<file path="src/spl_pkg.sv">
// Package for the serial-in parallel latch driver block.
// Assumes a single 50 MHz system clock; all pin inputs are asynchronous.
package spl_pkg;

    // Datapath sizes: stage count and queue depth
    localparam int STAGE_COUNT = 8;
    localparam int FIFO_DEPTH = 8;

    // Reset values
    localparam logic [7:0] SHIFT_RESET = 8'h00;
    localparam logic [7:0] LATCH_RESET = 8'h00;
    localparam logic [1:0] SYNC_RESET = 2'h0;
    localparam logic [7:0] OE_N_RESET = 8'hff;
    localparam logic [7:0] SINK_DATA_RESET = 8'h00;

    // Timing: system clock and the least shift-to-strobe spacing
    localparam int CLK_PERIOD_NS = 20;
    localparam int T_SU_STROBE_NS = 50;
    localparam int SU_STROBE_CYCLES = (T_SU_STROBE_NS + CLK_PERIOD_NS - 1) / CLK_PERIOD_NS;
    localparam logic [3:0] SU_CNT_RESET = 4'h0;

    // One sampled set of control pins
    typedef struct packed {
        logic data;
        logic shift_clk;
        logic strobe;
        logic clear_n;
        logic blank;
    } spl_pins_type;

    // Pin levels held while in reset: the idle level of every pin
    localparam spl_pins_type PINS_RESET = '{data: 1'b0, shift_clk: 1'b0, strobe: 1'b0,
                                           clear_n: 1'b1, blank: 1'b1};

    // Pattern word passed from shift stage to latch stage
    typedef struct packed {
        logic [7:0] pattern;
    } spl_word_type;

    // Latch loader state
    typedef enum logic [1:0] {
        SPL_IDLE = 2'b01,
        SPL_LOAD = 2'b10
    } spl_state_type;

endpackage : spl_pkg

</file>
<file path="src/spl_fifo.sv">
// Small flip-flop FIFO with valid/ready on both sides.
// Assumes one clock and a synchronous active-low reset.
`timescale 1ns/100ps
module spl_fifo
    import spl_pkg::*;
#(
    parameter int WIDTH = 8,
    parameter int DEPTH = 8
) (
    input wire logic clk,
    input wire logic rst_n,
    input wire logic [WIDTH-1:0] in_data,
    input wire logic in_valid,
    output logic in_ready,
    output logic [WIDTH-1:0] out_data,
    output logic out_valid,
    input wire logic out_ready
);
    localparam int AW = $clog2(DEPTH);

    logic [WIDTH-1:0] mem_ff [DEPTH];
    logic [AW-1:0] wr_ff;
    logic [AW-1:0] rd_ff;
    logic [AW:0] cnt_ff;
    wire push = in_valid && in_ready;
    wire pop = out_valid && out_ready;

    // Honest full and empty from the count
    assign in_ready = (cnt_ff != (AW+1)'(DEPTH));
    assign out_valid = (cnt_ff != '0);
    assign out_data = mem_ff[rd_ff];

    // Pointers and occupancy
    always_ff @(posedge clk) begin
        if (!rst_n) begin
            wr_ff <= '0;
            rd_ff <= '0;
            cnt_ff <= '0;
        end else begin
            if (push) begin
                wr_ff <= (wr_ff == AW'(DEPTH - 1)) ? '0 : wr_ff + 1'b1;
            end
            if (pop) begin
                rd_ff <= (rd_ff == AW'(DEPTH - 1)) ? '0 : rd_ff + 1'b1;
            end
            cnt_ff <= cnt_ff + (AW+1)'(push) - (AW+1)'(pop);
        end
    end

    // Storage, written by index
    always_ff @(posedge clk) begin
        if (push) begin
            mem_ff[wr_ff] <= in_data;
        end
    end
endmodule // spl_fifo

</file>
<file path="src/spl_driver.sv">
// Serial-in parallel-out latch driver with blanked open-drain sink outputs.
// Assumes all pins are asynchronous to MCLK and the shift clock is far slower.
// Assumes the host holds each shift clock level for two MCLK cycles or more.
// Assumes the sink pins are open drain: a sink is on while its enable is low.
// Assumes strobes come tens of MCLK cycles apart, far slower than the loader.
// The clear input reaches the shift stages only; the latches keep their data.
// What this block does
// RQ1: Shift clock rise captures serial data input
// RQ2: Each stage passes content toward cascade output
// RQ3: Strobe rise copies all stages into latches
// RQ4: Blank high switches off all sink drivers
// RQ5: Blanking never alters stored latch contents
// RQ6: Blank low: each driver follows its latch
// RQ7: Clear low forces shift stages to zero
// RQ8: Push-pull cascade output carries shifted-out data
// RQ9: Controller waits 50 ns shift-to-strobe; block only flags a sooner strobe on STROBE_EARLY
// RQ10: Eight stages, eight latches, eight drivers
// RQ11: Cascade output shows last stage content
`timescale 1ns/100ps
module spl_driver
    import spl_pkg::*;
(
    input wire logic MCLK,
    input wire logic RESET_N,
    input wire logic SER_IN,
    input wire logic SHIFT_CLK,
    input wire logic STROBE_IN,
    input wire logic CLEAR_N,
    input wire logic BLANK_IN,
    output logic [3:0] SINK_DRIVE_LOW_O,
    output logic [3:0] SINK_DRIVE_LOW_OE_N,
    output logic [3:0] SINK_DRIVE_HIGH_O,
    output logic [3:0] SINK_DRIVE_HIGH_OE_N,
    output logic SER_OUT,
    output logic STROBE_EARLY
);
    // Two-stage synchronisers for every pin, plus a delayed copy for edges
    spl_pins_type meta_ff;
    spl_pins_type sync_ff;
    spl_pins_type prev_ff;

    // Shift stages and the cascade flop behind them
    logic [7:0] shift_ff;
    logic [7:0] nxt_shift;
    logic ser_out_ff;

    // Output latches and the sink enables they feed
    logic [7:0] latch_ff;
    logic [7:0] nxt_latch;
    logic [7:0] nxt_drive;
    logic [7:0] oe_n_ff;
    logic [7:0] sink_data_ff;

    // Shift-to-strobe spacing watch
    logic early_ff;
    logic nxt_early;
    logic [3:0] su_cnt_ff;
    logic [3:0] nxt_su_cnt;

    // Loader between the strobe queue and the latches
    spl_state_type state_ff;
    spl_state_type nxt_state;
    spl_word_type fifo_in;
    spl_word_type fifo_out;
    logic fifo_in_ready;
    logic fifo_out_valid;
    logic fifo_pop;

    // Raw pin bundle, read only by the first flop. The pins are driven
    // by a host on another clock, so no logic may look at them before
    // they have passed both synchroniser flops.
    spl_pins_type pins_raw;
    assign pins_raw = '{data: SER_IN, shift_clk: SHIFT_CLK, strobe: STROBE_IN,
                        clear_n: CLEAR_N, blank: BLANK_IN};

    // First flop: may go metastable, so nothing but the second flop reads it
    always_ff @(posedge MCLK) begin
        if (!RESET_N) begin
            meta_ff <= PINS_RESET;
        end else begin
            meta_ff <= pins_raw;
        end
    end

    // Second flop: the settled copy every piece of logic works from
    always_ff @(posedge MCLK) begin
        if (!RESET_N) begin
            sync_ff <= PINS_RESET;
        end else begin
            sync_ff <= meta_ff;
        end
    end

    // Delayed copy for edge finding; reset to the idle pin levels so that
    // leaving reset never looks like a shift clock or strobe edge
    always_ff @(posedge MCLK) begin
        if (!RESET_N) begin
            prev_ff <= PINS_RESET;
        end else begin
            prev_ff <= sync_ff;
        end
    end

    // Edge detection on synchronised shift clock and strobe. Both inputs
    // of the function come from settled flops, so one pin edge gives
    // exactly one single-cycle pulse.
    function automatic logic rose(input logic now, input logic was);
        rose = now && !was;
    endfunction

    wire shift_rise = rose(sync_ff.shift_clk, prev_ff.shift_clk);
    wire strobe_rise = rose(sync_ff.strobe, prev_ff.strobe);

    // Latency seen from the pins, in MCLK edges after a pin edge:
    // edge 1 meta, edge 2 sync (edge flagged), edge 3 shift stages and
    // cascade. A strobe is queued at edge 3, the loader moves to its load
    // state at edge 4, and the latch and the sink enables take the pattern
    // together at edge 5. Blanking reaches the enables at edge 3.
    // The cost is a few cycles of delay against a shift clock that is many
    // times slower, bought for glitch-free edge detection.

    // Limits a user must know: a shift clock level shorter than two MCLK
    // cycles may be missed, since both flops must see it; data must be
    // steady at the second flop when the shift clock edge arrives there,
    // which the host gives by changing data well away from the rise.
    // The strobe is taken on its rising edge only, its width is not used.

    // One stage's next value; clear wins over a shift in the same cycle
    function automatic logic stage_next(input logic clr_n, input logic step,
                                        input logic below, input logic held);
        if (!clr_n) begin
            stage_next = SHIFT_RESET[0];
        end else if (step) begin
            stage_next = below;
        end else begin
            stage_next = held;
        end
    endfunction

    // Bit shifted into stage 0: the serial input on a shift clock rise
    wire logic stage_in = sync_ff.data; // [RQ1]

    // Each stage: clear dominates, else take the stage below on a rise
    for (genvar gi = 0; gi < STAGE_COUNT; gi++) begin : g_stage
        if (gi == 0) begin : g_first
            assign nxt_shift[gi] = stage_next(sync_ff.clear_n, shift_rise, stage_in,
                                              shift_ff[gi]); // [RQ1] [RQ7]
        end else begin : g_rest
            assign nxt_shift[gi] = stage_next(sync_ff.clear_n, shift_rise, shift_ff[gi-1],
                                              shift_ff[gi]); // [RQ2] [RQ7] [RQ10]
        end
    end

    // Shift stages; reset and clear both leave them all zero, so a
    // cleared chain shifts out zeros until new data arrives
    always_ff @(posedge MCLK) begin
        if (!RESET_N) begin
            shift_ff <= SHIFT_RESET;
        end else begin
            shift_ff <= nxt_shift;
        end
    end

    // Cascade output is the last stage, always driven both ways. It is
    // taken from the next-state value so that it moves in the same cycle
    // as the stages and the next device in a chain sees no extra delay.
    always_ff @(posedge MCLK) begin
        if (!RESET_N) begin
            ser_out_ff <= 1'b0;
        end else begin
            ser_out_ff <= nxt_shift[STAGE_COUNT-1]; // [RQ8] [RQ11]
        end
    end

    // Spacing since the last shift edge, flagged if a strobe comes too
    // soon. The count saturates at the window length, so a small counter
    // covers any gap however long.
    assign nxt_su_cnt = shift_rise ? SU_CNT_RESET
                      : (su_cnt_ff < 4'(SU_STROBE_CYCLES)) ? su_cnt_ff + 4'h1
                      : su_cnt_ff;

    // Starts saturated, so a strobe straight after reset is not called early
    always_ff @(posedge MCLK) begin
        if (!RESET_N) begin
            su_cnt_ff <= 4'(SU_STROBE_CYCLES);
        end else begin
            su_cnt_ff <= nxt_su_cnt;
        end
    end

    // Strobe inside the spacing window; it still loads, only the flag tells
    assign nxt_early = strobe_rise && (su_cnt_ff < 4'(SU_STROBE_CYCLES)); // [RQ9]

    always_ff @(posedge MCLK) begin
        if (!RESET_N) begin
            early_ff <= 1'b0;
        end else begin
            early_ff <= nxt_early;
        end
    end

    // Snapshot of stages queued to the latch stage on strobe
    assign fifo_in.pattern = shift_ff;
    // A strobe that meets a full queue is lost; strobes are tens of cycles
    // apart and the loader drains one pattern every two cycles
    wire fifo_push = strobe_rise && fifo_in_ready; // [RQ3]

    // Eight-deep queue between strobe capture and the latches. Its depth
    // far exceeds need at the usual strobe rate; it keeps a burst of
    // close strobes from being lost while the loader works through them,
    // at the cost of a few cycles of latency on every load.
    spl_fifo #(
        .WIDTH(STAGE_COUNT),
        .DEPTH(FIFO_DEPTH)
    ) u_fifo (
        .clk(MCLK),
        .rst_n(RESET_N),
        .in_data(fifo_in),
        .in_valid(fifo_push),
        .in_ready(fifo_in_ready),
        .out_data(fifo_out),
        .out_valid(fifo_out_valid),
        .out_ready(fifo_pop)
    );

    // Latch loader: takes one queued pattern per two cycles. The idle
    // state only notices a waiting pattern; the load state pops it and
    // writes the latches, so a pattern is never applied twice by a
    // strobe that is still high.
    always_comb begin
        nxt_state = state_ff;
        case (state_ff)
            SPL_IDLE: begin
                if (fifo_out_valid) begin
                    nxt_state = SPL_LOAD;
                end
            end
            SPL_LOAD: nxt_state = SPL_IDLE;
            default: nxt_state = SPL_IDLE;
        endcase
    end

    // Pop only in the load state, one pattern per visit
    assign fifo_pop = (state_ff == SPL_LOAD) && fifo_out_valid;
    // Latch input: the queued pattern while popping, else hold
    assign nxt_latch = fifo_pop ? fifo_out.pattern : latch_ff; // [RQ3] [RQ5]

    // Loader state
    always_ff @(posedge MCLK) begin
        if (!RESET_N) begin
            state_ff <= SPL_IDLE;
        end else begin
            state_ff <= nxt_state;
        end
    end

    // Latches hear only the loader: clear and blanking never reach them
    always_ff @(posedge MCLK) begin
        if (!RESET_N) begin
            latch_ff <= LATCH_RESET;
        end else begin
            latch_ff <= nxt_latch;
        end
    end

    // Blanking gates the drivers only, never the latches, so the held
    // pattern comes back unchanged when blanking is lifted
    function automatic logic sink_on(input logic blank_now, input logic held);
        sink_on = !blank_now && held;
    endfunction

    // One enable flop per sink, low while sinking; the pin comes straight from it
    for (genvar go = 0; go < STAGE_COUNT; go++) begin : g_sink
        assign nxt_drive[go] = sink_on(sync_ff.blank, nxt_latch[go]); // [RQ4] [RQ5] [RQ6]

        always_ff @(posedge MCLK) begin
            if (!RESET_N) begin
                oe_n_ff[go] <= OE_N_RESET[go];
            end else begin
                oe_n_ff[go] <= !nxt_drive[go]; // [RQ10]
            end
        end
    end

    // Open drain data is always low; it is a flop only so that every pin
    // comes straight from a register
    always_ff @(posedge MCLK) begin
        if (!RESET_N) begin
            sink_data_ff <= SINK_DATA_RESET;
        end else begin
            sink_data_ff <= SINK_DATA_RESET;
        end
    end

    // Pins: low nibble serves outputs 0-3, high nibble outputs 4-7
    assign SINK_DRIVE_LOW_O = sink_data_ff[3:0];
    assign SINK_DRIVE_HIGH_O = sink_data_ff[7:4];
    assign SINK_DRIVE_LOW_OE_N = oe_n_ff[3:0];
    assign SINK_DRIVE_HIGH_OE_N = oe_n_ff[7:4];
    assign SER_OUT = ser_out_ff;
    assign STROBE_EARLY = early_ff;
endmodule // spl_driver

</file>
<file path="config.mk">
export PLATFORM = sky130hd
export DESIGN_NAME = spl_driver
export DESIGN_NICKNAME = d
export VERILOG_FILES = /design/src/spl_pkg.sv /design/src/spl_fifo.sv /design/src/spl_driver.sv
export SDC_FILE = /design/constraint.sdc
export NUM_CORES = 1
export LEC_CHECK = 0
export BUFFER_PORTS_ARGS = -buffer_cell sky130_fd_sc_hd__buf_2
export CAP_MARGIN = 10
export CORE_MARGIN = 2
export CORE_UTILIZATION = 47
export CTS_CLUSTER_SIZE = 12
export DETAILED_ROUTE_END_ITERATION = 16
export SLEW_MARGIN = 20
export SYNTH_ARGS = -nofsm -noshare
export SYNTH_HDL_FRONTEND = slang
export SYNTH_SLANG_ARGS = --single-unit
</file>
<file path="constraint.sdc">
create_clock -name MCLK -period 3.2 [get_ports MCLK]
set_input_delay 0.32 -clock MCLK [delete_from_list [all_inputs] [get_ports MCLK]]
set_output_delay 0.32 -clock MCLK [all_outputs]
set_load 0.03 [all_outputs]
</file>
==> results.yml, run 1 <==
synth:
  syn-instance-count: 310
  ys_ff_latch: 120
  synth.area.top_cells: "edfxtp_1 (42%), dfxtp_1 (25%), mux4_2 (5.0%), mux4_1 (3.5%), mux2i_1 (3.1%)"
  postSynthAreaPerCell_sq_um: 14.7
  yosysSeqAreaShare: 0.670
  ys_warn_count: 0
  netlist_area_sq_mm: 0.00454
  synth_area_leader_cell: "edfxtp_1"
  synth_top_area_frac: 0.423
  synth.distinct_cells: 36
timing:
  max_freq_mhz: 439
  grt_setup_unrepaired: "no"
  finalSetupViolations: 0
  fin_hold_ws_ns: 0.0260
  period_share: 0.712
  fin_tns_setup_ns: 0
  finalHoldViolCount: 0
  fin_crit_ns: 2.28
  skew_ns: 0.0139
  finalMaxSlewViolations: 0
  max_slew_margin: 0.527
  tightest_slew_ns: 0.706
cells_and_area:
  drive_gt1_frac: 0.180
  stdcell_count: 479
  areaGrowthSynthToFinish_pct: 17.1
  stdcell_area_sq_mm: 0.00532
  antenna_cells: 0
  final_nets: 356
clock_tree:
  cts_max_level: 4
  clock_latency_ns: 0.51
  postCtsHoldBufs: 4
  cts.sinks: 120
  cts_buffers: 17
  clk_path_buf_depth: 2
  cts_tree: "yes"
  post_cts_resized: 0
  path_clk_slew_ns: 0.05
  cts_setup_buffers: 0
  cts_root_buf: "clkbuf_8"
critical_path:
  cp_data_required_time_ns: 3.60
  start_kind: "flip-flop"
  crit_path_start: "u_fifo.cnt_ff[2]"
  crit_type: "reg -> reg"
  path_max_fanout: 3
  endpoint_kind: "flip-flop"
  crit_arrival_ns: 2.68
  timing.rr.start: "u_fifo.cnt_ff[2]"
drt:
  wirelength_um: 6750
  vias: 2333
  dr.pass1.iters: 4
  ant_nets: 0
  drc_errors: 0
  drtIter0Drc: 72
  via_per_inst: 4.87
  wl_per_cell_um: 14.1
worst_hold_path:
  hp-class: "in -> reg"
  hold_start: "SER_IN"
place:
  dpl.hpwl_um: 4440
  placed_area_sq_mm: 0.00470
  place_congestion: 0.714
  io_buffer_count: 16
  placed_cells: 443
global_routing:
  grt_pass1_wl_um: 11400
  grt_pass1_vias: 2367
  antenna_found_initial: 0
  grt_max_degree: 39
  grt_usage: 0.148
  overflow: 0
floorplan:
  design.core.area_sq_mm: 0.00933
  rows: 35
  dieArea_sq_mm: 0.0105
  io_pins: 25
  start_util: 0.487
  fp.dieW_um: 102
  die_h_um: 102
power:
  power_density_mw_per_mm2: 678
  pwr-share-seq: 0.460
  comb_power_share: 0.037
  clockPowerShare: 0.503
  power.share.switching: 0.193
  peakVddDrop_uv: 374
  power.leakage_nw: 1.85
  switching_power_uw: 695
  internal-power_mw: 2.91
  p_total_mw: 3.61
flow_run:
  max_cap_violations: 0
status:
  outcome: "finished clean"
-- metal layers --
| layer | track usage | routed length, um | up-vias |
|---|---|---|---|
| met3 | 0.0410 | 194 | 12 |
| met2 | 0.234 | 3190 | 39 |
| li1 | - | - | 1160 |
| met1 | 0.184 | 3230 | 1122 |
| met5 | 0 | 0 | - |
| met4 | 0.0831 | 136 | 0 |
-- kinds of logic after synthesis --
family / Yosys count / synth area share
multiplexers: 30 / 0.115
flip-flops: 120 / 0.670
other: 1 / 0.000826
adder cells (fa/ha/maj): 12 / 0.0347
AO/OA/AOI/OAI: 38 / 0.0507
buffers and inverters: 32 / 0.0402
XOR/XNOR: 3 / 0.00579
AND/OR/NAND/NOR: 74 / 0.0826
-- cells in the final DEF (no fill, tap or decap), drive strengths merged, types with 2 or more instances in the layout --
cell,Yosys,layout
edfxtp,64,64
dfxtp,56,56
nand2,28,28
clkbuf,8,21
buf,16,21
a21oi,17,17
mux4,16,16
mux2i,14,14
and2,12,12
ha,11,11
o21ai,10,10
nand2b,9,9
nor2,8,8
conb,1,8
inv,8,8
o211ai,8,8
clkinv,0,8
nor2b,7,7
nor3,4,4
dlygate4sd3,0,4
bufinv,0,3
xor2,2,2
and3,2,2
nor3b,2,2
-- cell usage after synthesis (all sizes together) --
| library cell | count |
|---|---|
| xor2 | 2 |
| inv | 8 |
| a311oi | 1 |
| mux2i | 14 |
| nand2 | 28 |
| and2 | 12 |
| conb | 1 |
| nor2 | 8 |
| clkbuf | 8 |
| and3 | 2 |
| nor2b | 7 |
| a21o | 1 |
| and4b | 1 |
| a21oi | 17 |
| nand3b | 1 |
| o21ai | 10 |
| buf | 16 |
| nor3b | 2 |
| edfxtp | 64 |
| fa | 1 |
| xnor2 | 1 |
| o211ai | 8 |
| a21boi | 1 |
| nor3 | 4 |
| ha | 11 |
| mux4 | 16 |
| nand2b | 9 |
| dfxtp | 56 |
-- power groups by stage --
stage          logic [mW]  registers (mW)  clock network (mW)
2_1_floorplan       0.112            1.69                   0
3_3_place_gp        0.126            1.69                   0
3_5_place_dp        0.132            1.69                   0
4_1_cts             0.137            1.66                1.86
5_1_grt             0.156            1.66                1.92
6_report            0.133            1.66                1.82
-- worst paths after layout --
kind,to,depth (start not counted),slack (ns)
worst max-delay path,u_fifo.cnt_ff[2],10,0.92
worst min-delay path,meta_ff[4],2,0.03
worst max register to register,u_fifo.cnt_ff[2],10,0.92
worst min register to register,sync_ff[0],1,0.40
-- cell type report --
class	instances	area, sq um
Clock buffer	21	449
Clock inverter	11	128
Fill cell	757	4010
Inverter	8	30.0
Multi-Input combinational cell	165	1350
Sequential cell	120	3040
Tap cell	129	161
Timing Repair Buffer	25	158
-- state kept, by name, summed over array words and instances, names as in the netlist, named ones only --
name,flops
SER_OUT,1
SINK_DRIVE_HIGH_OE_N,4
SINK_DRIVE_LOW_OE_N,4
STROBE_EARLY,1
fifo_in,7
latch_ff,8
meta_ff,5
prev_ff,2
stage_in,1
state_ff,2
su_cnt_ff,4
sync_ff,4
u_fifo.cnt_ff,4
u_fifo.mem_ff,64
u_fifo.rd_ff,3
u_fifo.wr_ff,3
-- critical path: stages, from the launching register on --
cell and delay, ns:
dfxtp_1 0.29, inv_1 0.09, ha_1 0.16, nor3b_1 0.30, nor3b_2 0.10, ha_1 0.29, inv_1 0.04, ha_1 0.21
fa_1 0.40, xor2_1 0.15, and2_1 0.15
-- metrics by stage --
| step | utilization | setup slack [ns] |
|---|---|---|
| 4_1_cts | 0.570 | 0.893 |
| 6_report | 0.570 | 0.922 |
| 3_5_place_dp | 0.504 | 0.887 |
| 5_1_grt | 0.570 | 0.720 |
| 2_1_floorplan | - | 0.736 |
| 3_3_place_gp | 0.504 | 0.965 |
No activity file was read; power rests on OpenSTA's default activity.
==> run 2: changes to the inputs <==
==> constraint.sdc (replaced) <==
create_clock -name MCLK -period 2.22 [get_ports MCLK]
set_input_delay 0.222 -clock MCLK [delete_from_list [all_inputs] [get_ports MCLK]]
set_output_delay 0.222 -clock MCLK [all_outputs]
set_load 0.03 [all_outputs]
==> results.yml, run 2 (same netlist as run 1, synthesis figures left out) <==
cells_and_area:
  stdcell_area_sq_mm: 0.00539
  regArea_sq_mm: 0.00304
  final_common_cell: "edfxtp_1"
  regMostFlops: "u_fifo.mem_ff"
  drive_gt1_frac: 0.222
  fill_cells: 734
  stdcell_count: 489
  largest_reg_flops: 64
  multiInputGateArea_sq_mm: 0.00139
  areaGrowthSynthToFinish_pct: 18.7
  fin_util: 0.578
  antenna_cells: 0
  final_nets: 366
  final_cell_mix: "edfxtp_1 (64), dfxtp_1 (55), nand2_1 (28)"
critical_path:
  cp_data_required_time_ns: 2.62
  path_max_fanout: 3
  start_kind: "flip-flop"
  crit_type: "reg -> reg"
  crit_chain: "inv_2 > ha_1 > nor3b_2 > nor3b_2 > buf_4 > ha_4 > inv_2 > ha_4 > fa_2 > xor2_1 > and2_1"
  crit_slowest_cell: "fa_2"
  crit_arrival_ns: 2.52
  endpoint_kind: "flip-flop"
  slowest_delay_ns: 0.35
drt:
  via_per_inst: 4.86
  drc_errors: 0
  wl_per_cell_um: 14.0
  drtIter0Drc: 96
  ant_nets: 0
  dr.pass1.iters: 4
  vias: 2376
  wirelength_um: 6820
floorplan:
  start_util: 0.487
  fp.dieW_um: 102
  dieArea_sq_mm: 0.0105
  rows: 35
  design.core.area_sq_mm: 0.00933
  die_h_um: 102
  io_pins: 25
global_routing:
  grt_max_degree: 38
  grt_usage: 0.151
  overflow: 0
  antenna_found_initial: 0
  grt_pass1_vias: 2319
  grt_pass1_wl_um: 11600
power:
  power.share.switching: 0.206
  switching_power_mw: 1.02
  power.leakage_nw: 1.88
  peakVddDrop_uv: 607
  pwr-share-seq: 0.485
  internal-power_mw: 3.91
  comb_power_share: 0.041
  power_density_mw_per_mm2: 914
  clockPowerShare: 0.473
timing:
  max_slew_margin: 0.553
  grt_setup_unrepaired: "no"
  fin_tns_setup_ns: 0
  max_freq_mhz: 472
  fin_ws_ns: 0.101
  finalMaxSlewViolations: 0
  finalSetupViolations: 0
  finalHoldViolCount: 0
  skew_ns: 0.00712
  tightest_slew_ns: 0.669
  period_share: 0.955
  fin_crit_ns: 2.12
clock_tree:
  cts.sinks: 120
  clock_latency_ns: 0.50
  cts_buffers: 17
  cts_tree: "yes"
  cts_max_level: 4
  post_cts_resized: 0
  clk_path_buf_depth: 2
  cts_root_buf: "clkbuf_8"
  path_clk_slew_ns: 0.05
place:
  io_buffer_count: 16
  pre_cts_ws_ns: 0.0757
  dpl.hpwl_um: 4400
  place_congestion: 0.722
  placed_cells: 451
  placed_area_sq_mm: 0.00481
worst_hold_path:
  hp-class: "in -> reg"
flow_run:
  max_cap_violations: 0
status:
  outcome: "finished clean"
run 2: cell count changes in the layout (fill, tap and decap cells not counted), moves of 2 or more:
| cell | before | now |
|---|---|---|
| bufinv_16 | 3 | 0 |
| inv_4 | 0 | 2 |
| inv_1 | 7 | 5 |
| clkinv_1 | 2 | 0 |
| ha_4 | 0 | 2 |
| ha_1 | 11 | 9 |
| inv_2 | 1 | 3 |
| clkbuf_1 | 2 | 5 |
| buf_4 | 5 | 13 |
run 2: final timing paths:
kind                     from                to  slack (ns)  cells after the start
min reg2reg        meta_ff[0]        sync_ff[0]        0.40                      1
min                   RESET_N        meta_ff[0]        0.18                      3
max          u_fifo.cnt_ff[2]  u_fifo.cnt_ff[2]        0.10                     11
max reg2reg  u_fifo.cnt_ff[2]  u_fifo.cnt_ff[2]        0.10                     11
run 2: power by group through the flow:
| stage | clock network (mW) | registers [mW] | logic, mW |
|---|---|---|---|
| 2_1_floorplan | 0 | 2.43 | 0.168 |
| 3_3_place_gp | 0 | 2.43 | 0.194 |
| 3_5_place_dp | 0 | 2.43 | 0.198 |
| 4_1_cts | 2.39 | 2.39 | 0.206 |
| 5_1_grt | 2.49 | 2.40 | 0.234 |
| 6_report | 2.33 | 2.39 | 0.203 |
run 2: cell type report:
| type | count | share of cell area |
|---|---|---|
| clock inverter | 8 | 0.00836 |
| tap | 129 | 0.0300 |
| clock buffer | 24 | 0.0875 |
| multi-input combinational | 165 | 0.258 |
| inverter | 8 | 0.00557 |
| sequential | 120 | 0.565 |
| timing repair buffer | 35 | 0.0460 |
run 2: critical path: cells and delay by family, from the launching register on:
| family | cells | cell delay (ns) |
|---|---|---|
| xor gates and xnor gates | 1 | 0.14 |
| adders and majority gates | 4 | 0.88 |
| buffers and inverters | 3 | 0.25 |
| DFF | 1 | 0.31 |
| and+or+nand+nor | 3 | 0.43 |
run 2: metrics by stage:
| stage | hold slack [ns] | power, mW |
|---|---|---|
| floorplan | 0.323 | 2.60 |
| global placement | 0.390 | 2.63 |
| detailed placement | 0.394 | 2.63 |
| CTS | 0.167 | 4.98 |
| global route | 0.194 | 5.12 |
| finish | 0.180 | 4.93 |
run 2: timing repair:
action	CTS	global route
buffers inserted	0	1
hold endpoints to repair	5	0
endpoints found under the setup margin	0	2
hold buffers	5	0
run 2: layer usage:
metal,track usage,vias to the layer above,part of all wire
met5,0,-,0
met3,0.0554,9,0.041
li1,-,1181,-
met1,0.194,1133,0.49
met4,0.0615,0,0.010
met2,0.232,53,0.46
